## config.mk

```make
export PLATFORM = sky130hd
export DESIGN_NAME = ppp_ports
export DESIGN_NICKNAME = d
export VERILOG_FILES = /design/src/hw/ppp_pkg.sv /design/src/hw/ppp_ports.sv
export VERILOG_INCLUDE_DIRS = /design/src /design/src/hw
export SDC_FILE = /design/constraint.sdc
export NUM_CORES = 1
export LEC_CHECK = 0
export BUFFER_PORTS_ARGS = -buffer_cell sky130_fd_sc_hd__clkbuf_2
export CAP_MARGIN = 15
export CORE_MARGIN = 4
export CORE_UTILIZATION = 45
export CTS_CLUSTER_SIZE = 24
export DETAILED_ROUTE_END_ITERATION = 8
export PLACE_DENSITY_LB_ADDON = 0.05
export SLEW_MARGIN = 25
export SYNTH_ARGS = -nofsm -noshare
export SYNTH_HDL_FRONTEND = slang
export SYNTH_SLANG_ARGS = --single-unit
```

## constraint.sdc

```tcl
create_clock -name clk -period 2.8 [get_ports clk]
set_clock_uncertainty 0.15 [all_clocks]
set_input_delay 0.28 -clock clk [delete_from_list [all_inputs] [get_ports clk]]
set_output_delay 0.28 -clock clk [all_outputs]
set_load 0.01 [all_outputs]
```

## src/hw/ppp_map.svh

```systemverilog
// Register offsets, reset values and widths of the parallel port pair.
// Assumes a CPU that reaches the registers by byte address on the special register bus.
`ifndef PPP_MAP_SVH
`define PPP_MAP_SVH

`define PPP_ADDR_W 8
`define PPP_OFS_PORT0_LATCH 8'h00
`define PPP_OFS_PORT1_LATCH 8'h01
`define PPP_OFS_PORT0_PIN 8'h08
`define PPP_OFS_PORT1_DIR 8'h0d
`define PPP_RST_PORT0_LATCH 8'hff
`define PPP_RST_PORT1_LATCH 8'h00
`define PPP_RST_PORT1_DIR 8'h00
`define PPP_RST_RDATA 8'h00
`define PPP_IRQ0_IDLE 1'b1

`endif

```

## src/hw/ppp_pkg.sv

```systemverilog
// Types shared by the parallel port pair.
// Assumes the map header sits beside this file.
`default_nettype none
`include "ppp_map.svh"

package ppp_pkg;

  localparam int PPP_W = 8;

  // CPU register request, one cycle per access.
  typedef struct packed {
    logic rd;
    logic wr;
    logic [`PPP_ADDR_W-1:0] addr;
    logic [PPP_W-1:0] wdata;
  } ppp_bus_req_t;

  // Complete state of the port pair.
  typedef struct packed {
    logic [PPP_W-1:0] p0_latch;
    logic [PPP_W-1:0] p1_latch;
    logic [PPP_W-1:0] p1_dir;
    logic [PPP_W-1:0] rdata;
    logic rd_valid;
    logic [PPP_W-1:0] p0_out;
    logic [PPP_W-1:0] p0_oe;
    logic [PPP_W-1:0] p1_out;
    logic [PPP_W-1:0] p1_oe;
    logic irq0;
  } ppp_state_t;

endpackage : ppp_pkg

`default_nettype wire

```

## src/hw/ppp_ports.sv

```systemverilog
// Two 8-bit parallel ports behind the special register bus of the CPU.
// Assumes pins and bus inputs are synchronous to clk; an external pad resolves the pin
// wire from out and oe; secondary functions hold their output at one when idle.
`default_nettype none
`include "ppp_map.svh"

module ppp_ports
  import ppp_pkg::*;
(
  input wire logic clk,
  input wire logic rstn,
  input wire ppp_bus_req_t bus_req,
  output logic [PPP_W-1:0] bus_rdata_r,
  output logic bus_rvalid_r,
  input wire logic ext_irq0_pin_select,
  input wire logic [PPP_W-1:0] port0_pin_i,
  input wire logic [PPP_W-1:0] port1_pin_i,
  input wire logic [PPP_W-1:0] port0_sec_out,
  input wire logic [PPP_W-1:0] port1_sec_out,
  output logic [PPP_W-1:0] port0_out_r,
  output logic [PPP_W-1:0] port0_oe_r,
  output logic [PPP_W-1:0] port1_out_r,
  output logic [PPP_W-1:0] port1_oe_r,
  output logic ext_irq0_input_r
);

  // ************************************************************
  // Read decode
  // ************************************************************

  // Returns the value a read of the given address produces.
  function automatic logic [PPP_W-1:0] read_value(
    input logic [`PPP_ADDR_W-1:0] addr,
    input ppp_state_t st,
    input logic [PPP_W-1:0] pin0,
    input logic [PPP_W-1:0] pin1
  );
    logic [PPP_W-1:0] v;
    v = `PPP_RST_RDATA;
    unique case (addr)
      `PPP_OFS_PORT0_LATCH: v = st.p0_latch;
      `PPP_OFS_PORT0_PIN: v = pin0;
      `PPP_OFS_PORT1_LATCH: v = (st.p1_dir & st.p1_latch) | (~st.p1_dir & pin1);
      `PPP_OFS_PORT1_DIR: v = st.p1_dir;
      default: v = `PPP_RST_RDATA;
    endcase
    return v;
  endfunction

  // ************************************************************
  // State
  // ************************************************************

  ppp_state_t s_r;
  ppp_state_t s_nxt;

  always_comb
  begin
    s_nxt = s_r;
    s_nxt.rd_valid = 1'b0;
    if (bus_req.wr)
    begin
      // A read-modify-write of port 1 carries read-back pin levels of input bits into the latch.
      unique case (bus_req.addr)
        `PPP_OFS_PORT0_LATCH: s_nxt.p0_latch = bus_req.wdata;
        `PPP_OFS_PORT1_LATCH: s_nxt.p1_latch = bus_req.wdata;
        `PPP_OFS_PORT1_DIR: s_nxt.p1_dir = bus_req.wdata;
        default: s_nxt.p1_dir = s_r.p1_dir;
      endcase
    end
    if (bus_req.rd)
    begin
      s_nxt.rd_valid = 1'b1;
      s_nxt.rdata = read_value(bus_req.addr, s_r, port0_pin_i, port1_pin_i);
    end
    // Pins follow the latches at the same edge that stores the write.
    s_nxt.p0_out = s_nxt.p0_latch & port0_sec_out;
    s_nxt.p0_oe = ~s_nxt.p0_out;
    if (ext_irq0_pin_select)
    begin
      s_nxt.p0_oe[0] = 1'b0;
    end
    s_nxt.p1_out = s_nxt.p1_latch & port1_sec_out;
    s_nxt.p1_oe = s_nxt.p1_dir;
    s_nxt.irq0 = ext_irq0_pin_select ? port0_pin_i[0] : `PPP_IRQ0_IDLE;
  end

  always_ff @(posedge clk)
  begin
    if (!rstn)
    begin
      s_r.p0_latch <= `PPP_RST_PORT0_LATCH;
      s_r.p1_latch <= `PPP_RST_PORT1_LATCH;
      s_r.p1_dir <= `PPP_RST_PORT1_DIR;
      s_r.rdata <= `PPP_RST_RDATA;
      s_r.rd_valid <= 1'b0;
      s_r.p0_out <= `PPP_RST_PORT0_LATCH;
      s_r.p0_oe <= ~`PPP_RST_PORT0_LATCH;
      s_r.p1_out <= `PPP_RST_PORT1_LATCH;
      s_r.p1_oe <= `PPP_RST_PORT1_DIR;
      s_r.irq0 <= `PPP_IRQ0_IDLE;
    end
    else
    begin
      s_r <= s_nxt;
    end
  end

  assign bus_rdata_r = s_r.rdata;
  assign bus_rvalid_r = s_r.rd_valid;
  assign port0_out_r = s_r.p0_out;
  assign port0_oe_r = s_r.p0_oe;
  assign port1_out_r = s_r.p1_out;
  assign port1_oe_r = s_r.p1_oe;
  assign ext_irq0_input_r = s_r.irq0;
endmodule // ppp_ports

`default_nettype wire

```

==> impl_metrics.yaml, run 1 <==
place:
  io_buffers: 94
  place_area_sq_um: 2820
  dp_hpwl_microns: 4139
  placed_cells: 393
  gp_congestion: 0.8268
cts:
  ctsHtreeMaxLevel: 3
  cts_tree: "done"
  cts.path.max_buffers: 2
  clk_pin_slew_ns: 0.06
  cts_root_buffer: "clkbuf_8"
  cts_setup_buffers: 0
  cts_made_buffers: 9
  clock_sinks: 58
  clkLatencyLatePin_ns: 0.33
power:
  power_density_nw_per_um2: 561.9
  p_leak_nw: 1.420
  ir_drop_mv: 0.2868
detailed_routing:
  ant_nets: 0
  drcViolationCount: 0
  viasPerCell: 4.686
  drt_iter0_drc: 56
  firstDrtPassIters: 4
  route.vias.total: 1954
  wl_per_cell_microns: 13.82
  wl_microns: 5762
floorplanning:
  initial_core_util_pct: 46.91
  placementRows: 27
  die_area_sq_um: 7095
  die_w_microns: 84.23
  die_y_microns: 84.23
  ios: 95
  core_sq_um: 5574
sta:
  setup_viol: 0
  finalSetupTns_ns: 0
  finalHoldViolations: 0
  rsz0062_at_grt: "false"
  clock.fmax_ghz: 0.5470
  final-max-slew-violation-count: 0
  tightest_slew_ns: 0.7470
  fin_crit_sh_pct: 65.29
  maxSlewHeadroom_pct: 50.05
  period_minus_slack_ns: 1.828
critical_path:
  worst-path-max-fanout: 20
  cp_top_family: "simple AND/OR/NAND/NOR gates"
  cp-startpoint: "bus_req[8]"
  critPathBufInv: 1
  path_cells: "clkbuf_2, and3_1, nand4_1, mux2i_1, nor2b_1"
  critPathKind: "input pin to flip-flop"
  reg2reg_depth: 4
  cpPeakStageDelay_ns: 0.60
  r2r_slack_ns: 1.55
  crit_required_ns: 2.87
  r2r_start: "port1_oe_r[3]$_SDFFE_PN0P_"
  worstPathArrival_ns: 1.90
  cp.depth: 5
  r2r-end: "bus_rdata_r[3]$_SDFFE_PN0P_"
  cp-start-kind: "input pin"
  crit_slowest_cell: "nand4_1"
  end_kind: "flip-flop"
  worstSetupEndpoint: "port1_oe_r[0]$_SDFFE_PN0P_"
synthesis:
  yosysSeqAreaShare_pct: 44.40
  synth_ff_type: "dfxtp_1"
  avgSynthCellArea_sq_um: 9.544
  ys_ff_latch: 58
  postSynthCellCount: 274
  yosys-top-cells-count: "dfxtp_1, buf_4, mux2i_1"
  synth_most_common_cell: "dfxtp_1"
  synth_area_leaders: "dfxtp_1, mux2i_1, buf_4"
  netlist_area_sq_um: 2615
  synth_edf_count: 0
  syn-num-nets: 327
  synth_top_area_cell: "dfxtp_1"
  synthArstFlopShare_pct: 0
  ys_warn_count: 0
  synthDominantCellAreaShare_pct: 44.40
  synth_cell_types: 29
hold_path:
  hp-class: "input pin to flip-flop"
outcome:
  status: "finished, final reports clean"
cells_and_area:
  final_area_sq_um: 3112
  regArea_sq_um: 1161
  antennaDiodeCount: 0
  layout.cells.non_filler: 417
  drive_above_1_share_pct: 33.91
  multi_input_area_sq_um: 1031
  area_delta_synth_final_pct: 19.00
  fillers: 533
  fin_nets: 395
  final_core_util_pct: 55.82
global_routing:
  grt_use_total_pct: 17.20
  grt_pass1_wl_microns: 9439
  grt-ovfl-total: 0
  antenna_found_initial: 0
  grt_max_degree: 50
  grt_pass1_vias: 1873
flow_run:
  drv_cap: 0
-- metal layers --
metal,vias up,GRT usage (%),wire [microns]
met3,7,7.753,526
met4,0,5.702,79
li1,1019,-,-
met5,-,0,0
met1,857,22.20,2645
met2,71,25.54,2511
-- worst min-delay path, stage by stage --
cell and delay, ns:
clkbuf_2 0.08, inv_1 0.05, o21ai_0 0.07
-- worst min path at each step --
| stage | start | endpoint | slack, ns | depth (start not counted) |
|---|---|---|---|---|
| floorplan | ext_irq0_pin_select | ext_irq0_input_r$_SDFF_PN1_ | 0.21 | 1 |
| global placement | bus_rdata_r[7]$_SDFFE_PN0P_ | bus_rdata_r[7]$_SDFFE_PN0P_ | 0.29 | 2 |
| detailed placement | bus_rdata_r[3]$_SDFFE_PN0P_ | bus_rdata_r[3]$_SDFFE_PN0P_ | 0.30 | 2 |
| CTS | port0_sec_out[2] | port0_out_r[2]$_SDFF_PN1_ | 0.04 | 3 |
| global route | port0_sec_out[3] | port0_out_r[3]$_SDFF_PN1_ | 0.04 | 3 |
| finish | port0_sec_out[4] | port0_out_r[4]$_SDFF_PN1_ | 0.05 | 3 |
-- per-stage QoR --
step	hold slack (ns)	total power, W	worst slack [ns]
2_1_floorplan	0.2131	0.0009539	0.8286
3_3_place_gp	0.2852	0.0009978	0.6162
3_5_place_dp	0.2984	0.0009978	0.6071
4_1_cts	0.04204	0.001771	0.9596
5_1_grt	0.04467	0.001832	0.8541
6_report	0.05061	0.001749	0.9719
-- cells in the final DEF (no fill, tap or decap) --
cell,count
buf_4,4
nand4_1,1
mux2i_1,32
nand3_1,1
o21ai_0,18
nor3_1,1
a211oi_1,7
nor2_1,17
nor3b_1,1
and3_1,1
a22o_1,7
o31ai_1,1
clkinv_2,2
o211ai_1,1
bufinv_16,1
nor2b_1,17
o211a_1,1
dfxtp_1,58
dlygate4sd3_1,10
or2_2,2
inv_1,10
nand3b_1,1
nand2_1,25
and2_1,3
a21oi_1,8
nor4_4,2
o21a_1,7
clkbuf_2,94
or4b_4,1
clkbuf_8,11
-- flip-flops by register name (all words and copies together) (netlist names) --
register	cells
s_r	16
bus_rdata_r	8
port0_oe_r	8
port0_out_r	8
port1_oe_r	8
port1_out_r	8
bus_rvalid_r	1
ext_irq0_input_r	1
-- report_power, final --
part | leakage [nW] | internal, W | switching, W
Clock | 0.101 | 0.000446 | 0.000314
Combinational | 0.847 | 0.0000715 | 0.0000737
Sequential | 0.472 | 0.000840 | 0.00000350
Total | 1.42 | 0.00136 | 0.000391
-- final cells by class --
class	count	area share, %
Sequential cell	58	37.31
Tap cell	72	2.895
Clock buffer	11	4.865
Clock inverter	3	1.287
Multi-Input combinational cell	155	33.13
Inverter	10	1.206
Timing Repair Buffer	108	19.30
-- cells by family (layout without fill, tap and decap cells) --
kind of cell    Yosys count  in the layout  synth area share, %
simple gates             73             73                14.88
buf+inv                  61            132                16.17
flops                    58             58                44.40
compound gates           50             50                12.30
mux                      32             32                12.25
-- timing repair --
item                                   CTS  global route
endpoints found under the hold margin    9             0
hold buffers                            10             0
setup endpoints to repair                0             0
gates resized for setup                  0             0
Note: power is estimated with default switching activity, not from simulation.
==> inputs of run 2 (changes only) <==
clock period = 1.8 ns   (was 2.8 ns; I/O delays follow)
==> run 2 against run 1 <==
Against the previous run:
- utilization increased by 5.4 points
- hold slack better by 0.036 ns
- largest cell class unchanged
- total power is 71% higher
- routed wire length grew 4.0%
- sequential share of layout area shrank 3.3 points
- die area did not move
==> impl_metrics.yaml, run 2 (same netlist as run 1, synthesis figures left out) <==
place:
  placed_cells: 401
  gp_congestion: 0.7743
  io_buffers: 94
  dp_hpwl_microns: 4224
cts:
  ctsHtreeMaxLevel: 3
  clock_sinks: 58
  cts.path.max_buffers: 2
  hold_buffers: 28
  clkLatencyLatePin_ns: 0.33
  clk_pin_slew_ns: 0.07
  cts_made_buffers: 9
  cts_tree: "done"
  ctsResizeCount: 0
  cts_root_buffer: "clkbuf_8"
  cts_setup_buffers: 0
critical_path:
  crit_required_ns: 1.86
  worst-path-max-fanout: 5
  r2r_slack_ns: 0.54
  critPathKind: "input pin to flip-flop"
  cpPeakStageDelay_ns: 0.57
  r2r_start: "port1_oe_r[7]$_SDFFE_PN0P_"
  worstSetupEndpoint: "port0_out_r[1]$_SDFF_PN1_"
  crit_slowest_cell: "or4b_4"
  cp-startpoint: "bus_req[13]"
  end_kind: "flip-flop"
  reg2reg_depth: 4
  worstPathArrival_ns: 1.64
  cp-start-kind: "input pin"
  path_cells: "clkbuf_2, or4b_4, nor4_4, buf_4, mux2i_1, o21ai_1"
  r2r-end: "bus_rdata_r[7]$_SDFFE_PN0P_"
cells_and_area:
  final_common_cell: "clkbuf_2"
  area_delta_synth_final_pct: 30.43
  drive_above_1_share_pct: 34.05
  antennaDiodeCount: 0
  layout.cells.non_filler: 445
  final_cell_mix: "clkbuf_2, dfxtp_1, mux2i_1"
  fin_nets: 421
  largest_reg_flops: 16
  largest-register: "s_r"
  fillers: 538
  final_core_util_pct: 61.19
sta:
  clock.fmax_ghz: 0.6349
  setup_viol: 0
  period_minus_slack_ns: 1.575
  rsz0062_at_grt: "false"
  tightest_slew_ns: 0.5630
  finalSetupTns_ns: 0
  fin_crit_sh_pct: 87.50
  hold_ws_ns: 0.08693
  maxSlewHeadroom_pct: 62.30
  final-max-slew-violation-count: 0
  finalHoldViolations: 0
global_routing:
  grt-ovfl-total: 0
  grt_pass1_vias: 2042
  grt_use_total_pct: 17.54
  grt_pass1_wl_microns: 9694
  antenna_found_initial: 0
  grt_max_degree: 33
detailed_routing:
  route.vias.total: 2050
  drcViolationCount: 0
  ant_nets: 0
  wl_microns: 5992
  firstDrtPassIters: 4
  drt_iter0_drc: 63
  wl_per_cell_microns: 13.47
  viasPerCell: 4.607
floorplanning:
  die_area_sq_um: 7095
  die_w_microns: 84.23
  placementRows: 27
  core_sq_um: 5574
  initial_core_util_pct: 46.91
  die_y_microns: 84.23
  ios: 95
flow_run:
  drv_cap: 0
power:
  ir_drop_mv: 0.4825
  p_leak_nw: 1.554
  power_density_nw_per_um2: 877.9
  finalPower_w: 0.002994
outcome:
  status: "finished, final reports clean"
hold_path:
  hp-class: "input pin to flip-flop"
==> run 2: cell count changes in the layout (fill, tap and decap cells not counted) <==
| cell | change |
|---|---|
| o21ai_1 | +6 |
| clkinvlp_4 | +1 |
| dlygate4sd3_1 | +18 |
| bufinv_16 | +1 |
| clkinv_2 | -1 |
| o21ai_0 | -6 |
| buf_12 | +1 |
| clkbuf_8 | +1 |
| buf_4 | +7 |
==> run 2: worst min-delay path by stage <==
| stage | from | to | slack (ns) | cells past startpoint |
|---|---|---|---|---|
| 3_3_place_gp | ext_irq0_pin_select | ext_irq0_input_r$_SDFF_PN1_ | 0.22 | 2 |
| 2_1_floorplan | ext_irq0_pin_select | ext_irq0_input_r$_SDFF_PN1_ | 0.11 | 1 |
| 4_1_cts | rstn | s_r[58]$_SDFF_PN1_ | 0.08 | 3 |
| 6_report | rstn | s_r[58]$_SDFF_PN1_ | 0.09 | 3 |
| 5_1_grt | rstn | s_r[58]$_SDFF_PN1_ | 0.11 | 3 |
| 3_5_place_dp | ext_irq0_pin_select | ext_irq0_input_r$_SDFF_PN1_ | 0.23 | 2 |
==> run 2: power by group <==
| part | switching, W | total (W) | internal [W] |
|---|---|---|---|
| logic | 0.000126 | 0.000273 | 0.000147 |
| registers | 0.00000625 | 0.00131 | 0.00131 |
| clock network | 0.000519 | 0.00141 | 0.000890 |
| total | 0.000651 | 0.00299 | 0.00234 |
==> run 2: worst max-delay path: cells and delay by family <==
| family | cells | cell delay [ns] |
|---|---|---|
| AO/OA/AOI/OAI | 1 | 0.10 |
| buffers and inverters | 2 | 0.30 |
| multiplexers | 1 | 0.30 |
| AND/OR/NAND/NOR | 2 | 0.76 |
==> run 2: layout make-up <==
type / count / area (sq um) / area share, %
flip-flops and latches: 58 / 1161 / 34.04
multi-input cells: 155 / 1031 / 30.23
clock inverters: 4 / 72.57 / 2.128
clock buffers: 12 / 165.2 / 4.842
inverters: 10 / 37.54 / 1.101
repair buffers: 134 / 853.3 / 25.02
well taps: 72 / 90.09 / 2.641
==> run 2: metal layers <==
layer	global-route usage [%]	wire, microns	up-vias
met5	0	0	-
met4	8.480	135	0
met3	4.711	407	13
met2	27.91	2842	68
met1	21.96	2606	899
li1	-	-	1070
==> run 2: per-stage QoR <==
| step | area, sq um | setup slack (ns) |
|---|---|---|
| 3_3_place_gp | 2893 | -0.1522 |
| 4_1_cts | 3411 | 0.2148 |
| 2_1_floorplan | 2615 | -0.07091 |
| 5_1_grt | 3411 | 0.07583 |
| 3_5_place_dp | 2893 | -0.1333 |
| 6_report | 3411 | 0.2250 |
==> inputs of run 3 (changes only) <==
clock period = 1.89 ns   (was 1.8 ns; I/O delays follow)
==> run 3 against run 2 <==
Against the previous run:
- via count is 0.49% higher
- register-to-register slack better by 0.16 ns
- routed wire length is 0.57% lower
- critical path type unchanged
- critical path depth stayed put
- critical endpoint is now port0_out_r[2]$_SDFF_PN1_
- first-iteration DRC count is 44% higher
- design area is 3.7% lower
- final cell count is 1.1% lower
- sequential cell count stayed put
- largest cell class unchanged
- clock power is 30% lower
==> impl_metrics.yaml, run 3 (same netlist as run 1, synthesis figures left out) <==
global_routing:
  grt-ovfl-total: 0
  grt_max_degree: 49
  grt_use_total_pct: 17.61
  grt_pass1_vias: 2004
  antenna_found_initial: 0
  grt_pass1_wl_microns: 9791
critical_path:
  worstPathArrival_ns: 1.68
  critPathKind: "input pin to flip-flop"
  reg2reg_depth: 4
  cp-startpoint: "bus_req[13]"
  cp-start-kind: "input pin"
  r2r_start: "port1_oe_r[7]$_SDFFE_PN0P_"
  worst-path-max-fanout: 5
  r2r_slack_ns: 0.70
  crit_required_ns: 1.93
  end_kind: "flip-flop"
  r2r-end: "bus_rdata_r[7]$_SDFFE_PN0P_"
floorplanning:
  core_sq_um: 5574
  die_area_sq_um: 7095
  die_y_microns: 84.23
  placementRows: 27
  ios: 95
  initial_core_util_pct: 46.91
  die_w_microns: 84.23
cells_and_area:
  final_cell_mix: "clkbuf_2, dfxtp_1, mux2i_1"
  final_common_cell: "clkbuf_2"
  final_core_util_pct: 58.95
  fin_nets: 416
  final_area_sq_um: 3286
  largest_reg_flops: 16
  antennaDiodeCount: 0
  largest-register: "s_r"
  area_delta_synth_final_pct: 25.65
  drive_above_1_share_pct: 33.97
power:
  ir_drop_mv: 0.5549
  p_sw_w: 0.0006428
  power_density_nw_per_um2: 756.7
  power_frac_clock_pct: 39.8
  p_leak_nw: 1.491
  pwr-share-comb_pct: 9.9
  pwr-share-seq_pct: 50.2
  p_int_w: 0.001844
  swShare_pct: 25.85
detailed_routing:
  viasPerCell: 4.682
  firstDrtPassIters: 4
  ant_nets: 0
  route.vias.total: 2060
  wl_microns: 5958
  wl_per_cell_microns: 13.54
  drt_iter0_drc: 91
  drcViolationCount: 0
cts:
  cts_root_buffer: "clkbuf_8"
  clkLatencyLatePin_ns: 0.33
  cts_tree: "done"
  cts_made_buffers: 9
  cts.path.max_buffers: 2
  clock_sinks: 58
  clk_pin_slew_ns: 0.07
  ctsHtreeMaxLevel: 3
sta:
  maxSlewHeadroom_pct: 57.88
  clock.fmax_ghz: 0.6105
  finalHoldViolations: 0
  tightest_slew_ns: 0.6291
  period_minus_slack_ns: 1.638
  final-max-slew-violation-count: 0
  rsz0062_at_grt: "false"
  setup_viol: 0
  fin_crit_sh_pct: 86.66
hold_path:
  hold_end: "port1_oe_r[1]$_SDFFE_PN0P_"
  min_path_cells: 3
  hp-class: "input pin to flip-flop"
  hp-start: "bus_req[1]"
place:
  io_buffers: 94
  gp_congestion: 0.7636
  place_area_sq_um: 2865
  dp_hpwl_microns: 4215
outcome:
  status: "finished, final reports clean"
flow_run:
  drv_cap: 0
run 3: changes by cell type in the layout (fill, tap and decap cells not counted):
cell	change
o21ai_1	-6
bufinv_16	-2
clkinv_2	+2
dlygate4sd3_1	-3
buf_12	-1
clkinv_4	+1
clkinvlp_4	+2
buf_4	-1
clkbuf_8	-3
o21ai_0	+6
run 3: how the worst max path moves through the flow:
stage / endpoint / slack, ns / cells past startpoint
after detailed placement: port0_out_r[2]$_SDFF_PN1_ / -0.1 / 6
after CTS: port0_out_r[2]$_SDFF_PN1_ / 0.23 / 6
final: port0_out_r[2]$_SDFF_PN1_ / 0.25 / 6
after global placement: port0_out_r[1]$_SDFF_PN1_ / -0.04 / 6
after floorplan: port0_out_r[6]$_SDFF_PN1_ / 0.01 / 4
after global routing: port0_out_r[2]$_SDFF_PN1_ / 0.15 / 6
run 3: metrics by stage:
stage | total power, W | cells | setup slack (ns) | hold slack (ns) | TNS, ns
2_1_floorplan | 0.001413 | 274 | 0.009607 | 0.1221 | 0
3_3_place_gp | 0.001486 | 399 | -0.04185 | 0.2270 | -0.2939
6_report | 0.002486 | 440 | 0.2520 | 0.01107 | 0
5_1_grt | 0.002600 | 440 | 0.1529 | 0.02652 | 0
4_1_cts | 0.002506 | 440 | 0.2344 | 0.003297 | 0
3_5_place_dp | 0.001486 | 399 | -0.09852 | 0.2317 | -0.7425
run 3: repair_timing:
action	CTS	global route
resized for setup	0	0
buffers inserted	0	0
hold buffers	25	0
endpoints found under the hold margin	30	0
run 3: per-layer routing:
layer,GRT usage (%),vias to the layer above,wire length (microns)
li1,-,1062,-
met1,23.29,928,2817
met2,26.97,65,2664
met3,4.514,5,413
met4,7.895,0,61
met5,0,-,0
run 3: critical path, stage by stage:
cell	delay (ns)
clkbuf_2	0.09
or4b_4	0.57
nor4_4	0.20
buf_4	0.21
mux2i_1	0.30
o21ai_0	0.11
run 3: power groups by stage:
stage	Clock [W]	Sequential [W]	Combinational [W]
3_3_place_gp	0	0.00128	0.000209
6_report	0.000990	0.00125	0.000247
2_1_floorplan	0	0.00128	0.000137
3_5_place_dp	0	0.00128	0.000209
4_1_cts	0.00101	0.00125	0.000249
5_1_grt	0.00108	0.00125	0.000274
run 3: layout make-up:
class | instances | area, sq um
sequential | 58 | 1161
clock inverter | 7 | 46.29
inverter | 10 | 37.54
timing repair buffer | 129 | 795.8
clock buffer | 9 | 123.9
multi-input combinational | 155 | 1031
tap | 72 | 90.09
fill | 533 | 2288
